`src/common/conv_cfg_pkg.sv`:
```
// Package with offsets, field layout and reset values of the converter configuration register.
package conv_cfg_pkg;

  // Register index as printed; byte address is four times the index.
  localparam logic [15:0] CFG_REG_INDEX   = 16'h7813;
  localparam logic [17:0] CFG_REG_ADDR    = {CFG_REG_INDEX, 2'b00};
  // Load-source register, a word after the configuration register.
  localparam logic [17:0] LOAD_REG_ADDR   = 18'h1_E050;

  // Field positions.
  localparam int          PHASE_LSB       = 12;
  localparam int          CAP_LSB         = 4;
  localparam int          RATE_LSB        = 0;

  // Mask of the bits the host may always write.
  localparam logic [15:0] HOST_WRITE_MASK = 16'hF000;
  // Mask of the bits that only a configuration load may write.
  localparam logic [15:0] LOAD_WRITE_MASK = 16'h0FFF;
  // Value after reset: only the second converter's phase bit is set.
  localparam logic [15:0] CFG_RESET       = 16'h2000;

  // Switching-rate codes.
  localparam logic [1:0]  RATE_2MHZ       = 2'h1;
  localparam logic [1:0]  RATE_4MHZ       = 2'h2;

  // Load source codes.
  typedef enum logic [1:0] {
    SRC_NONE,
    SRC_OTP,
    SRC_EXT_MEM
  } load_src_t;

  // Decoded converter settings handed to the power stages.
  typedef struct packed {
    logic [3:0] clock_invert;
    logic [7:0] output_cap_range;
    logic [1:0] rate_is_4mhz;
    logic [1:0] rate_valid;
  } conv_ctrl_t;

endpackage

```
`src/hdl/conv_cfg_reg.sv`:
```
// Converter phase, output capacitor and switching rate configuration register on APB.
`timescale 1ns/100ps
// Behaviour
// - Bits 15..12 invert switching clock phase of converters four..one; 1 means inverted.
// - Reset value has bit 13 set and all other fields zero.
// - Rate fields at 3:2 and 1:0; code 01 is 2.0 MHz, 00 and 11 reserved.
// - Rate code 10 selects 4.0 MHz for its converter.
// - Capacitor and rate fields change only through a configuration load from OTP or memory.
// - Host writes leave protected fields unchanged; they read back their stored value.
module conv_cfg_reg (
  input  wire logic                      pclk,
  input  wire logic                      presetn,
  input  wire logic                      psel,
  input  wire logic                      penable,
  input  wire logic                      pwrite,
  input  wire logic [31:0]               paddr,
  input  wire logic [31:0]               pwdata,
  output logic      [31:0]               prdata,
  output logic                           pready,
  output logic                           pslverr,
  input  wire logic                      load_strobe,
  input  wire logic [15:0]               load_data,
  input  wire conv_cfg_pkg::load_src_t   load_source,
  output conv_cfg_pkg::conv_ctrl_t       conv_ctrl
);

  // Bus timing of this slave, for whoever drives it.
  // A transfer is taken at the rising edge that sees psel high and penable low.
  // That edge is the setup edge, and every answer is computed from it alone.
  // The answer stands in the following cycle, which is the access cycle.
  // In that cycle pready is high, with prdata and pslverr valid beside it.
  // No wait state is ever inserted, so a master sees pready at its first access edge.
  // The answer lasts exactly one cycle and then pready falls again.
  // Read data and the error flag hold their last value until the next setup edge.
  // A write to the configuration word takes effect at the setup edge.
  // The new value is therefore readable from the access cycle onwards.
  // Back to back transfers are allowed, with or without an idle cycle between them.
  // Each transfer carries one aligned 32-bit word; only bits 15:0 mean anything.
  // The upper half of every read word is zero.
  //
  // Address map.
  // The configuration word sits at its byte address, four times its index.
  // The load-source word sits one word above it and is read-only.
  // Any other address answers with pslverr high, reads zero and ignores writes.
  // The upper address bits must be zero for either word to be hit.
  //
  // Field protection.
  // The host may only ever change the four clock phase bits.
  // The capacitor range and switching rate fields ignore host writes silently.
  // They still read back whatever value they currently hold.
  // Silent ignoring was chosen so that boot code writing a whole image cannot fault.
  // A user who needs to change those fields must go through a configuration load.
  //
  // Configuration load.
  // A load is a one-cycle strobe on the same clock, with a full 16-bit image.
  // It only acts when its source is the one-time memory or the external memory.
  // A strobe marked with no source is dropped, so a stray pulse cannot alter the fields.
  // An accepted load writes every field, the phase bits included.
  // When a host write to the word falls in the same cycle as a load, the host wins.
  // In that case the phase bits come from the host and the other fields from the load.
  // This keeps software in charge of the phase bits whenever its write meets a load; a load alone still replaces them.
  // The source of the last accepted load is kept for software to read back.
  //
  // Converter outputs.
  // The decoded controls are registered and change in the same cycle as the word.
  // Phase bits pass through unchanged, bit 3 belonging to the fourth converter.
  // The capacitor range codes pass through as stored, without interpretation.
  // Each of the first two converters gets a 4 MHz flag and a rate-valid flag.
  // A reserved rate code leaves the valid flag low, so the stage may hold off.
  // The 4 MHz flag is never high while the valid flag is low.
  //
  // Reset.
  // The reset is asynchronous and active low, and it acts on the whole state.
  // After reset only the second converter's phase bit is set.
  // Both rate fields then hold a reserved code, so both valid flags start low.
  // A loader is expected to bring in real rate codes before the converters start.
  // The first transfer may begin at the first edge after reset is released.
  //
  // Hazards.
  // The load strobe and its data must come from logic on this same clock.
  // Nothing here resynchronises them, so an unsynchronised loader would corrupt fields.
  // The error flag is a plain response; it does not latch and needs no clearing.
  //
  // All state of the block.
  typedef struct packed {
    logic [15:0]              cfg;
    logic [31:0]              rdata;
    logic                     ready;
    logic                     slverr;
    conv_cfg_pkg::conv_ctrl_t ctrl;
    conv_cfg_pkg::load_src_t  last_src;
  } state_t;

  state_t st_r;
  state_t st_nxt;

  logic        setup;
  logic        hit_cfg;
  logic        hit_load;
  logic        load_ok;
  logic [15:0] cfg_v;

  // Request decode; every transfer answers in its first access cycle.
  assign setup    = psel && !penable;
  assign hit_cfg  = paddr[17:0] == conv_cfg_pkg::CFG_REG_ADDR && paddr[31:18] == 14'h0000;
  assign hit_load = paddr[17:0] == conv_cfg_pkg::LOAD_REG_ADDR && paddr[31:18] == 14'h0000;
  // Only an OTP or external memory load may touch protected fields.
  assign load_ok  = load_strobe && (load_source == conv_cfg_pkg::SRC_OTP ||
                                    load_source == conv_cfg_pkg::SRC_EXT_MEM);

  // Next-state logic for the register, bus answer and decoded outputs.
  always_comb begin
    st_nxt       = st_r;
    cfg_v        = st_r.cfg;
    st_nxt.ready = 1'b0;
    if (load_ok) begin
      // Load path writes every field, phase bits included.
      cfg_v             = load_data;
      st_nxt.last_src   = load_source;
    end
    if (setup) begin
      st_nxt.ready  = 1'b1;
      st_nxt.slverr = !(hit_cfg || hit_load);
      st_nxt.rdata  = 32'h0000_0000;
      if (pwrite && hit_cfg) begin
        // Host path touches the phase bits only; protected bits keep their value.
        cfg_v = (cfg_v & conv_cfg_pkg::LOAD_WRITE_MASK) |
                (pwdata[15:0] & conv_cfg_pkg::HOST_WRITE_MASK);
      end else if (!pwrite && hit_cfg) begin
        st_nxt.rdata = {16'h0000, st_r.cfg};
      end else if (!pwrite && hit_load) begin
        st_nxt.rdata = {30'h0000_0000, st_r.last_src};
      end
    end
    st_nxt.cfg                   = cfg_v;
    // Decoded controls for the converters.
    st_nxt.ctrl.clock_invert     = cfg_v[conv_cfg_pkg::PHASE_LSB +: 4];
    st_nxt.ctrl.output_cap_range = cfg_v[conv_cfg_pkg::CAP_LSB +: 8];
    for (int i = 0; i < 2; i++) begin
      st_nxt.ctrl.rate_is_4mhz[i] = cfg_v[2*i +: 2] == conv_cfg_pkg::RATE_4MHZ;
      st_nxt.ctrl.rate_valid[i]   = cfg_v[2*i +: 2] == conv_cfg_pkg::RATE_2MHZ ||
                                    cfg_v[2*i +: 2] == conv_cfg_pkg::RATE_4MHZ;
    end
  end

  // State register with its reset values.
  always_ff @(posedge pclk or negedge presetn) begin
    if (!presetn) begin
      st_r                       <= '0;
      st_r.cfg                   <= conv_cfg_pkg::CFG_RESET;
      st_r.ctrl.clock_invert     <= conv_cfg_pkg::CFG_RESET[15:12];
    end else begin
      st_r <= st_nxt;
    end
  end

  assign prdata    = st_r.rdata;
  assign pready    = st_r.ready;
  assign pslverr   = st_r.slverr;
  assign conv_ctrl = st_r.ctrl;

  // Checks kept next to the logic.
  a_host_protect: assert property (@(posedge pclk) disable iff (!presetn)
    !load_ok |=> st_r.cfg[11:0] == $past(st_r.cfg[11:0]))
    else $error("Protected field changed without a configuration load.");

  a_load_write: assert property (@(posedge pclk) disable iff (!presetn)
    load_ok |=> st_r.cfg[11:0] == $past(load_data[11:0]))
    else $error("Configuration load did not update protected fields.");

  a_host_phase: assert property (@(posedge pclk) disable iff (!presetn)
    (setup && pwrite && hit_cfg && !load_ok) |=> st_r.cfg[15:12] == $past(pwdata[15:12]))
    else $error("Host write did not set phase bits.");

  a_phase_out: assert property (@(posedge pclk) disable iff (!presetn)
    conv_ctrl.clock_invert == st_r.cfg[15:12])
    else $error("Phase outputs disagree with register.");

  a_rate_4m: assert property (@(posedge pclk) disable iff (!presetn)
    conv_ctrl.rate_is_4mhz[1] == (st_r.cfg[3:2] == 2'b10))
    else $error("Second converter rate decode wrong.");

  a_rate_valid: assert property (@(posedge pclk) disable iff (!presetn)
    conv_ctrl.rate_valid[0] == (st_r.cfg[1:0] == 2'b01 || st_r.cfg[1:0] == 2'b10))
    else $error("First converter rate validity wrong.");

  a_read_back: assert property (@(posedge pclk) disable iff (!presetn)
    (setup && !pwrite && hit_cfg) |=> pready && prdata == {16'h0000, $past(st_r.cfg)})
    else $error("Read data does not match stored register.");

  a_reset_value: assert property (@(posedge pclk)
    $rose(presetn) |-> st_r.cfg == 16'h2000 || $past(load_strobe))
    else $error("Register reset value wrong.");

  // The phase outputs start at their reset value.
  a_reset_phase: assert property (@(posedge pclk)
    $rose(presetn) |-> conv_ctrl.clock_invert == 4'b0010 || $past(load_strobe))
    else $error("Phase outputs wrong after reset.");

  // The answer is a single-cycle pulse.
  a_ready_pulse: assert property (@(posedge pclk) disable iff (!presetn)
    pready |=> !pready)
    else $error("Ready stood for more than one cycle.");

  // Every setup edge is answered in the next cycle.
  a_ready_answer: assert property (@(posedge pclk) disable iff (!presetn)
    setup |=> pready)
    else $error("Transfer was not answered in its access cycle.");

  // Ready never rises without a setup edge before it.
  a_ready_cause: assert property (@(posedge pclk) disable iff (!presetn)
    pready |-> $past(setup))
    else $error("Ready rose without a transfer.");

  // Unmapped addresses answer with an error.
  a_err_unmapped: assert property (@(posedge pclk) disable iff (!presetn)
    (setup && !hit_cfg && !hit_load) |=> pslverr)
    else $error("Unmapped address was not refused.");

  // Mapped addresses answer without an error.
  a_err_mapped: assert property (@(posedge pclk) disable iff (!presetn)
    (setup && (hit_cfg || hit_load)) |=> !pslverr)
    else $error("Mapped address was refused.");

  // Unmapped reads return zero.
  a_err_read_zero: assert property (@(posedge pclk) disable iff (!presetn)
    (setup && !pwrite && !hit_cfg && !hit_load) |=> prdata == 32'h0000_0000)
    else $error("Unmapped read returned data.");

  // Writes elsewhere leave the word alone.
  a_unmapped_keep: assert property (@(posedge pclk) disable iff (!presetn)
    (setup && pwrite && !hit_cfg && !load_ok) |=> st_r.cfg == $past(st_r.cfg))
    else $error("Write to another address changed the register.");

  // Phase bits hold without a host write or a load.
  a_phase_hold: assert property (@(posedge pclk) disable iff (!presetn)
    (!load_ok && !(setup && pwrite && hit_cfg)) |=> st_r.cfg[15:12] == $past(st_r.cfg[15:12]))
    else $error("Phase bits changed on their own.");

  // A load alone also writes the phase bits.
  a_load_phase: assert property (@(posedge pclk) disable iff (!presetn)
    (load_ok && !(setup && pwrite && hit_cfg)) |=> st_r.cfg[15:12] == $past(load_data[15:12]))
    else $error("Load did not write the phase bits.");

  // A host write beats a load in the same cycle for the phase bits.
  a_host_wins: assert property (@(posedge pclk) disable iff (!presetn)
    (load_ok && setup && pwrite && hit_cfg) |=> st_r.cfg[15:12] == $past(pwdata[15:12]))
    else $error("Host phase write lost against a load.");

  // A strobe with no source changes nothing.
  a_none_source: assert property (@(posedge pclk) disable iff (!presetn)
    (load_strobe && load_source == conv_cfg_pkg::SRC_NONE && !(setup && pwrite && hit_cfg))
    |=> st_r.cfg == $past(st_r.cfg))
    else $error("Load without a source changed the register.");

  // Capacitor range outputs follow the stored fields.
  a_cap_out: assert property (@(posedge pclk) disable iff (!presetn)
    conv_ctrl.output_cap_range == st_r.cfg[11:4])
    else $error("Capacitor range outputs disagree with register.");

  // First converter 4 MHz decode.
  a_rate_4m_first: assert property (@(posedge pclk) disable iff (!presetn)
    conv_ctrl.rate_is_4mhz[0] == (st_r.cfg[1:0] == 2'b10))
    else $error("First converter rate decode wrong.");

  // Second converter validity decode.
  a_rate_valid_two: assert property (@(posedge pclk) disable iff (!presetn)
    conv_ctrl.rate_valid[1] == (st_r.cfg[3:2] == 2'b01 || st_r.cfg[3:2] == 2'b10))
    else $error("Second converter rate validity wrong.");

  // A 4 MHz flag never stands on a reserved code.
  a_rate_exclusive: assert property (@(posedge pclk) disable iff (!presetn)
    (conv_ctrl.rate_is_4mhz & ~conv_ctrl.rate_valid) == 2'b00)
    else $error("Rate flag set on a reserved code.");

  // The load-source word reads back the last accepted source.
  a_src_read: assert property (@(posedge pclk) disable iff (!presetn)
    (setup && !pwrite && hit_load) |=> prdata == {30'h0000_0000, $past(st_r.last_src)})
    else $error("Load source read back wrong.");

  // An accepted load records its source.
  a_src_track: assert property (@(posedge pclk) disable iff (!presetn)
    load_ok |=> st_r.last_src == $past(load_source))
    else $error("Load source not recorded.");

  // The upper half of read data is always zero.
  a_rdata_upper: assert property (@(posedge pclk) disable iff (!presetn)
    pready |-> prdata[31:16] == 16'h0000)
    else $error("Upper read data not zero.");

  // Read data and error hold between transfers.
  a_rdata_hold: assert property (@(posedge pclk) disable iff (!presetn)
    !setup |=> prdata == $past(prdata) && pslverr == $past(pslverr))
    else $error("Answer changed without a transfer.");

endmodule // conv_cfg_reg

```
`config.mk`:
```
export PLATFORM = sky130hd
export DESIGN_NAME = conv_cfg_reg
export DESIGN_NICKNAME = d
export VERILOG_FILES = /design/src/common/conv_cfg_pkg.sv /design/src/hdl/conv_cfg_reg.sv
export SDC_FILE = /design/constraint.sdc
export NUM_CORES = 1
export LEC_CHECK = 0
export CAP_MARGIN = 40
export CORE_ASPECT_RATIO = 1.1
export CORE_UTILIZATION = 57
export DETAILED_ROUTE_END_ITERATION = 10
export DONT_BUFFER_PORTS = 1
export GPL_TIMING_DRIVEN = 0
export HOLD_SLACK_MARGIN = 0.15
export PLACE_DENSITY = 0.76
export RECOVER_POWER = 100
export SKIP_CTS_REPAIR_TIMING = 1
export SLEW_MARGIN = 20
export SYNTH_ARGS = -nofsm -noshare
export SYNTH_HDL_FRONTEND = slang
export SYNTH_SLANG_ARGS = --single-unit
```
`constraint.sdc`:
```
create_clock -name pclk -period 2.1 [get_ports pclk]
set_input_delay 0.21 -clock pclk [delete_from_list [all_inputs] [get_ports pclk]]
set_output_delay 0.21 -clock pclk [all_outputs]
set_load 0.02 [all_outputs]
```
==> results of run 1 <==
==> metal layers <==
layer / wire [um] / track usage / vias to the layer above
met5: 0 / 0 / -
met4: 87 / 0.07849 / 0
met3: 276 / 0.05871 / 8
met2: 2216 / 0.3431 / 68
met1: 1750 / 0.2510 / 671
li1: - / - / 649
==> cell type report <==
type,count,area [um^2]
multi-input combinational,98,747.0
buffer,53,270.3
clock buffer,8,58.81
inverter,5,18.77
tap,48,60.06
fill,302,1059
timing repair buffer,23,225.2
sequential,40,1002
==> Yosys cell counts <==
master	instances	share of area
dfrtp_1	39	0.46
clkbuf_1	3	0.0053
mux2_2	19	0.10
mux2i_1	2	0.0095
inv_1	5	0.0089
nand3_1	1	0.0024
conb_1	1	0.0018
buf_2	1	0.0024
dfstp_2	1	0.012
xor2_1	1	0.0041
nor4b_2	2	0.014
nand2b_1	1	0.0030
a31o_2	2	0.0083
nor4_1	3	0.0089
and2_1	14	0.041
nand2_1	5	0.0089
nor3_2	1	0.0047
nand4_2	1	0.0059
buf_4	48	0.17
a22oi_1	2	0.0071
o21ai_0	2	0.0047
nor3b_1	1	0.0036
buf_6	1	0.0053
nor3_1	2	0.0047
or2_1	1	0.0030
a31o_1	12	0.050
nor2_1	2	0.0036
nand4_1	1	0.0030
and3b_1	1	0.0041
ha_1	2	0.012
o41ai_1	2	0.0083
nor4b_4	1	0.011
and4b_1	1	0.0047
==> worst register-to-register path, cell delays in order, from the launching register on <==
cell	delay [ns]
dfrtp_1	0.41
mux2_2	0.27
mux2_2	0.27
dlygate4sd3_1	0.57
==> power breakdown <==
part           internal (mW)  switching [mW]
clock network          0.165           0.228
logic                  0.170           0.236
registers              0.865          0.0624
total                   1.20           0.527
==> worst min path at each step <==
stage	startpoint	to	cells after the start
after CTS	presetn	prdata[14]$_DFFE_PN0P_	0
after detailed placement	presetn	asynchronous set/reset pin	0
after global routing	load_data[14]	conv_ctrl[14]$_DFF_PN0_	2
after global placement	presetn	asynchronous set/reset pin	0
after floorplan	presetn	asynchronous set/reset pin	0
final	load_data[14]	conv_ctrl[14]$_DFF_PN0_	2
==> per-stage QoR <==
stage	util	worst slack, ns	instances	power [mW]
after floorplan	-	0.4764	196	1.290
after global placement	0.6484	0.2767	244	1.325
after detailed placement	0.6484	0.2501	244	1.343
after CTS	0.6655	0.6127	252	1.733
after global routing	0.6924	0.1173	275	1.810
final	0.6924	0.2409	275	1.727
==> kinds of logic (layout without fill, tap and decap cells) <==
kind of cell             count (synthesis)  after routing  share of synthesized area
adder cells (fa/ha/maj)                  2              2                    0.01183
XOR/XNOR                                 1              1                   0.004143
multiplexers                            21             21                     0.1107
other                                    1             16                   0.001773
AND/OR/NAND/NOR                         38             38                     0.1272
flip-flops                              40             40                     0.4740
AO/OA/AOI/OAI                           20             20                    0.07811
buffers and inverters                   58             89                     0.1923
==> flow_metrics.env, run 1 <==
export IMPL_outcome="finished, final reports clean"
export IMPL_skew_ns=0.005569
export IMPL_slew_violations=0
export IMPL_crit_path_start="pwrite"
export IMPL_synthToLayoutAreaGrowth_pct=12.66
export IMPL_insertion_delay_ns=0.34
export IMPL_wirelength_mm=4.330
export IMPL_antenna_found_initial=0
export IMPL_hold_viol=0
export IMPL_ys_ff_latch=40
export IMPL_maxSlewHeadroom=0.2779
export IMPL_cts_htree_levels=2
export IMPL_yosysUniqueCellTypes=33
export IMPL_insertedDiodeCount=0
export IMPL_grt_overflow=0
export IMPL_start_util=0.6145
export IMPL_portBuffers=0
export IMPL_reg2reg_to="conv_ctrl[12]$_DFF_PN0_"
export IMPL_routed_via_density=5.076
export IMPL_core_region_area_mm2=0.003441
export IMPL_numClockSinks=40
export IMPL_end_kind="flop"
export IMPL_cp_num_cells=4
export IMPL_grt_max_degree=41
export IMPL_rsz0062_at_grt="false"
export IMPL_dieArea_mm2=0.003957
export IMPL_hpwl_mm=3.074
export IMPL_cp_endpoint="prdata[9]$_DFFE_PN0P_"
export IMPL_critPathSlowestCell="nor4b_1"
export IMPL_required_ns=2.38
export IMPL_irDropWorstVdd_v=0.0004452
export IMPL_wl_per_cell_um=15.75
export IMPL_hold_class="primary input to flop"
export IMPL_ys_warn_count=0
export IMPL_firstDrtPassIters=4
export IMPL_layout_common_cells="dfrtp_1 (39), clkbuf_1 (37), dlygate4sd3_1 (22)"
export IMPL_drc_errors=0
export IMPL_drive_gt1_frac=0.2115
export IMPL_syn_instance_count=181
export IMPL_final_common_cell="dfrtp_1"
export IMPL_slowest_delay_ns=0.93
export IMPL_rr_startpoint="conv_ctrl[12]$_DFF_PN0_"
export IMPL_max_freq_ghz=0.5379
export IMPL_grt_pass1_wl_mm=5.906
export IMPL_num_rows=22
export IMPL_crit_family="simple AND/OR/NAND/NOR gates"
export IMPL_syn_area_mm2=0.002115
export IMPL_r2r_cells=3
export IMPL_path_cells="dlygate4sd3_1 > nor4b_1 > buf_6 > a31o_1"
export IMPL_ant_nets=0
export IMPL_fin_crit_sh=0.8853
export IMPL_arrival_ns=2.14
export IMPL_finalCriticalPeriod_ns=1.859
export IMPL_final_nets=316
export IMPL_cts_tree="built"
export IMPL_grt_pass1_vias=1283
export IMPL_drtIter0Drc=48
export IMPL_clkSlewWorstSetupHoldPaths_ns=0.10
export IMPL_grtUsageTotal=0.2065
export IMPL_max_cap_viol_count=0
export IMPL_fp_dieH_um=65.88
export IMPL_final_area_mm2=0.002382
export IMPL_place_area_mm2=0.002231
export IMPL_leakage_nw=1.109
export IMPL_setup_violations_final=0
export IMPL_dieWidth_um=60.07
export IMPL_cts_root_buf="clkbuf_4"
export IMPL_yosysSeqAreaShare=0.4740
export IMPL_tns_ns=0
export IMPL_crit_buf_inv=2
export IMPL_gp_congestion=0.8039
export IMPL_cts_made_buffers=5
export IMPL_crit_type="primary input to flop"
export IMPL_clock_path_buffers=2
export IMPL_cp_start_kind="primary input"
export IMPL_path_max_fanout=10
export IMPL_ios=138
export IMPL_tightest_slew_ns=1.068
export IMPL_avgSynthCellArea_um2=11.68
export IMPL_pwr_density_cell_mw_per_mm2=725.1
export IMPL_whs_ns=0.1712
export IMPL_r2r_slack_ns=0.47
export IMPL_vias=1396
Power figures use the tool's default switching activity.
==> run 2: changes to the inputs <==
--- a/config.mk
+++ b/config.mk
@@ -7,2 +7,3 @@
 export LEC_CHECK = 0
+export ABC_AREA = 1
 export CAP_MARGIN = 40
--- a/constraint.sdc
+++ b/constraint.sdc
@@ -3,2 +3,2 @@
 set_output_delay 0.21 -clock pclk [all_outputs]
-set_load 0.02 [all_outputs]
+set_load 0.1 [all_outputs]
==> flow_metrics.env, run 2 <==
export IMPL_final_nets=436
export IMPL_cts_htree_levels=2
export IMPL_n_fill_cell=375
export IMPL_layout_common_cells="nand2_1 (75), dfrtp_1 (39), clkbuf_1 (38)"
export IMPL_use_met2=0.3811
export IMPL_path_cells="clkbuf_1"
export IMPL_required_ns=1.89
export IMPL_yosysUniqueCellTypes=23
export IMPL_irDropWorstVdd_v=0.0006120
export IMPL_met3_usage=0.04770
export IMPL_multi_input_area_um2=859.6
export IMPL_synthMostInstantiatedCell="nand2_1"
export IMPL_clock_path_buffers=2
export IMPL_skew_ns=0.004870
export IMPL_routed_via_density=4.716
export IMPL_yosys_area_share_simple=0.2928
export IMPL_dieWidth_um=63.28
export IMPL_grt_pass1_wl_mm=7.500
export IMPL_max_cap_viol_count=0
export IMPL_reg2reg_to="conv_ctrl[0]$_DFF_PN0_"
export IMPL_wirelength_mm=4.685
export IMPL_synth_top_family_by_area="simple AND/OR/NAND/NOR gates"
export IMPL_fp_dieH_um=69.41
export IMPL_maxSlewHeadroom=0.2100
export IMPL_drive_gt1_frac=0.1647
export IMPL_grt_overflow=0
export IMPL_crit_type="flop to output port"
export IMPL_gp_congestion=0.7425
export IMPL_finalPower_mw=2.201
export IMPL_min_path_cells=2
export IMPL_yosys_top_cells_count="nand2_1 (75), buf_4 (48), dfrtp_1 (39)"
export IMPL_crit_buf_inv=1
export IMPL_cts_tree="built"
export IMPL_min_delay_worst_endpoint="st_r[52]$_DFF_PN0_"
export IMPL_fin_crit_sh=0.8315
export IMPL_finalCriticalPeriod_ns=1.746
export IMPL_drtIter0Drc=66
export IMPL_syn_instance_count=304
export IMPL_firstDrtPassIters=6
export IMPL_num_rows=24
export IMPL_path_max_fanout=2
export IMPL_min_delay_start="load_data[0]"
export IMPL_synth_top_area_share=0.4145
export IMPL_insertedDiodeCount=0
export IMPL_synth_xor_area_frac=0
export IMPL_cts_root_buf="clkbuf_8"
export IMPL_ant_nets=0
export IMPL_synthToLayoutAreaGrowth_pct=11.80
export IMPL_grtUsageTotal=0.2191
export IMPL_dieArea_mm2=0.004392
export IMPL_ys_ff_latch=40
export IMPL_hold_class="primary input to flop"
export IMPL_tns_ns=0
export IMPL_clkSlewWorstSetupHoldPaths_ns=0.07
export IMPL_synth_mux_area_fraction=0
export IMPL_rsz0062_at_grt="false"
export IMPL_cp_start_kind="flop"
export IMPL_synth_area_leader_cell="dfrtp_1"
export IMPL_max_freq_ghz=0.5727
export IMPL_numClockSinks=40
export IMPL_drc_errors=0
export IMPL_pwr_density_cell_mw_per_mm2=835.9
export IMPL_insertion_delay_ns=0.28
export IMPL_final_common_cell="nand2_1"
export IMPL_ys_warn_count=0
export IMPL_vias=1877
export IMPL_slew_violations=0
export IMPL_synth_area_leaders="dfrtp_1 (41%), buf_4 (15%), nand2_1 (12%)"
export IMPL_cts_made_buffers=5
export IMPL_ios=138
export IMPL_yosysSeqAreaShare=0.4256
export IMPL_ys_async_sr_fraction=1.000
export IMPL_antenna_found_initial=0
export IMPL_r2r_cells=4
export IMPL_register_area_mm2=0.001002
export IMPL_synth_edf_count=0
export IMPL_leakage_nw=1.410
export IMPL_grt_max_degree=41
export IMPL_r2r_slack_ns=0.96
export IMPL_tightest_slew_ns=1.190
export IMPL_grt_pass1_vias=1676
export IMPL_critPathSlowestCell="clkbuf_1"
export IMPL_setup_violations_final=0
export IMPL_arrival_ns=1.54
export IMPL_grt_met1_usage=0.2702
export IMPL_avgSynthCellArea_um2=7.746
export IMPL_core_region_area_mm2=0.003964
export IMPL_wl_per_cell_um=11.77
export IMPL_rr_startpoint="st_r[52]$_DFF_PN0_"
export IMPL_outcome="finished, final reports clean"
export IMPL_syn_area_mm2=0.002355
export IMPL_synth_compound_area_frac=0.03719
export IMPL_hold_viol=0
export IMPL_busiest_layer="met2"
export IMPL_start_util=0.5941
export IMPL_synthAdderAreaFrac=0.01063
export IMPL_portBuffers=0
export IMPL_hpwl_mm=3.311
export IMPL_ys_flop_type="dfrtp_1"
export IMPL_end_kind="output port"
export IMPL_slowest_delay_ns=0.88
export IMPL_crit_family="buffers and inverters"
## run 2: cells by family (layout without fill, tap and decap cells)
group,after synthesis,in the layout
other,1,16
buffers and inverters,94,121
AO/OA/AOI/OAI,17,17
adder cells (fa/ha/maj),2,2
AND/OR/NAND/NOR,150,150
flip-flops,40,40
## run 2: cell type report
class	count	share of cell area
clock buffers	7	0.03660
multi-input cells	185	0.3265
repair buffers	20	0.06939
well taps	52	0.02471
plain buffers	56	0.1079
flip-flops and latches	40	0.3807
inverters	38	0.05418
## run 2: report_power, final
part           internal, mW  leakage (nW)  switching [mW]  total (mW)
combinational         0.116         0.847           0.665       0.781
sequential            0.841         0.513          0.0402       0.881
clock                 0.292        0.0503           0.246       0.539
## run 2: through the flow
| stage | util | instance area, um^2 | cells | setup WS [ns] | hold slack [ns] |
|---|---|---|---|---|---|
| after global routing | 0.6641 | 2633 | 398 | 0.2521 | 0.1677 |
| after CTS | 0.6569 | 2604 | 380 | 0.6734 | -0.3952 |
| after detailed placement | 0.6326 | 2507 | 373 | 0.3939 | -0.08453 |
| after global placement | 0.6247 | 2476 | 371 | 0.3963 | -0.08464 |
| final | 0.6641 | 2633 | 398 | 0.3539 | 0.1112 |
| after floorplan | - | 2411 | 319 | 0.7530 | -0.08559 |
## run 2: per-layer routing
layer / vias up / share of wire
met4: 0 / 0.015
li1: 935 / -
met2: 64 / 0.52
met3: 9 / 0.052
met5: - / 0
met1: 869 / 0.41
## run 2: worst max-delay path by stage
stage / end / start / depth (start not counted)
after floorplan: conv_ctrl[1]$_DFF_PN0_ / load_source[0] / 8
after global routing: conv_ctrl[12]$_DFF_PN0_ / penable / 8
after detailed placement: conv_ctrl[1]$_DFF_PN0_ / load_source[0] / 8
after CTS: pready / pready$_DFF_PN0_ / 0
final: prdata[8] / prdata[8]$_DFFE_PN0P_ / 1
after global placement: conv_ctrl[1]$_DFF_PN0_ / load_source[0] / 8
==> run 3: changes to the inputs <==
ABC_AREA = 0   (was 1)
clock period = 1.75 ns   (was 2.1 ns; I/O delays follow)
==> flow_metrics.env, run 3 (synthesis gave the netlist of run 1 again) <==
export IMPL_finalCriticalPeriod_ns=1.527
export IMPL_critPathSlowestCell="dfstp_2"
export IMPL_insertedDiodeCount=0
export IMPL_layout_common_cells="dfrtp_1 (39), clkbuf_2 (34), dlygate4sd3_1 (23)"
export IMPL_arrival_ns=1.35
export IMPL_final_area_mm2=0.002440
export IMPL_post_place_ws_ns=-0.05418
export IMPL_path_max_fanout=3
export IMPL_stdcell_count=278
export IMPL_min_delay_start="paddr[2]"
export IMPL_ios=138
export IMPL_cp_start_kind="flop"
export IMPL_n_fill_cell=283
export IMPL_setup_violations_final=0
export IMPL_drive_gt1_frac=0.3565
export IMPL_rr_startpoint="st_r[53]$_DFF_PN0_"
export IMPL_final_common_cell="dfrtp_1"
export IMPL_cts_made_buffers=5
export IMPL_synthToLayoutAreaGrowth_pct=15.38
export IMPL_crit_family="flip-flops"
export IMPL_dieWidth_um=60.07
export IMPL_r2r_slack_ns=0.60
export IMPL_hold_viol=0
export IMPL_clock_path_buffers=2
export IMPL_reg2reg_to="conv_ctrl[0]$_DFF_PN0_"
export IMPL_portBuffers=0
export IMPL_start_util=0.6145
export IMPL_num_rows=22
export IMPL_hold_class="primary input to flop"
export IMPL_rsz0062_at_grt="false"
export IMPL_grtUsageTotal=0.2098
export IMPL_clkSlewWorstSetupHoldPaths_ns=0.11
export IMPL_end_kind="output port"
export IMPL_drc_errors=0
export IMPL_insertion_delay_ns=0.34
export IMPL_final_nets=319
export IMPL_grt_max_degree=41
export IMPL_crit_buf_inv=1
export IMPL_cts_tree="built"
export IMPL_slowest_delay_ns=0.56
export IMPL_tightest_slew_ns=0.9555
export IMPL_outcome="finished, final reports clean"
export IMPL_irDropWorstVdd_v=0.0007324
export IMPL_vias=1409
export IMPL_maxSlewHeadroom=0.3630
export IMPL_antenna_found_initial=0
export IMPL_worst_slack_ns=0.2232
export IMPL_grt_overflow=0
export IMPL_place_area_mm2=0.002262
export IMPL_firstDrtPassIters=4
export IMPL_wirelength_mm=4.203
export IMPL_required_ns=1.57
export IMPL_max_cap_viol_count=0
export IMPL_cts_root_buf="clkbuf_4"
export IMPL_whs_ns=0.1568
export IMPL_grt_pass1_wl_mm=5.989
export IMPL_ant_nets=0
export IMPL_place_inst=246
export IMPL_min_delay_worst_endpoint="prdata[0]$_DFFE_PN0P_"
export IMPL_r2r_cells=3
export IMPL_max_freq_ghz=0.6550
export IMPL_grt_pass1_vias=1358
export IMPL_dieArea_mm2=0.003957
export IMPL_crit_type="flop to output port"
export IMPL_slew_violations=0
export IMPL_gp_congestion=0.8039
export IMPL_leakage_nw=1.221
export IMPL_routed_via_density=5.068
export IMPL_drtIter0Drc=28
export IMPL_cts_htree_levels=2
export IMPL_core_region_area_mm2=0.003441
export IMPL_hpwl_mm=3.085
export IMPL_finalPower_mw=2.746
export IMPL_skew_ns=0.004836
export IMPL_fin_crit_sh=0.8724
export IMPL_min_path_cells=3
export IMPL_numClockSinks=40
export IMPL_path_cells="clkbuf_2"
export IMPL_fp_dieH_um=65.88
export IMPL_crit_path_start="conv_ctrl[13]$_DFF_PN1_"
export IMPL_pwr_density_cell_mw_per_mm2=1125
export IMPL_wl_per_cell_um=15.12
run 3: worst max-delay path by stage:
stage / end / cells after the start
6_report: conv_ctrl[13] / 1
5_1_grt: conv_ctrl[14]$_DFF_PN0_ / 4
4_1_cts: pready / 0
3_5_place_dp: conv_ctrl[1]$_DFF_PN0_ / 6
3_3_place_gp: conv_ctrl[1]$_DFF_PN0_ / 6
2_1_floorplan: conv_ctrl[1]$_DFF_PN0_ / 6
run 3: where the power goes:
group          total (mW)  internal (mW)  switching (mW)
logic                1.15          0.212           0.938
registers            1.12           1.04          0.0789
clock network       0.478          0.198           0.279
total                2.75           1.45            1.30
run 3: final cells by class:
| cell class | instances | area (um^2) | share of cell area |
|---|---|---|---|
| Tap cell | 48 | 60.06 | 0.02462 |
| Timing Repair Buffer | 26 | 244.0 | 0.1000 |
| Inverter | 5 | 18.77 | 0.007692 |
| Clock buffer | 8 | 58.81 | 0.02410 |
| Multi-Input combinational cell | 98 | 748.2 | 0.3067 |
| Sequential cell | 40 | 1002 | 0.4108 |
| Buffer | 53 | 307.8 | 0.1262 |
run 3: through the flow:
stage                 util  TNS (ns)
finish              0.7091         0
global route        0.7091         0
CTS                 0.6745         0
detailed placement  0.6575  -0.05418
global placement    0.6484  -0.03826
floorplan                -         0
run 3: layer usage:
| metal | track usage | share of wire |
|---|---|---|
| met1 | 0.2377 | 0.41 |
| met2 | 0.3681 | 0.51 |
| met3 | 0.05871 | 0.062 |
| met4 | 0.07849 | 0.019 |
| met5 | 0 | 0 |
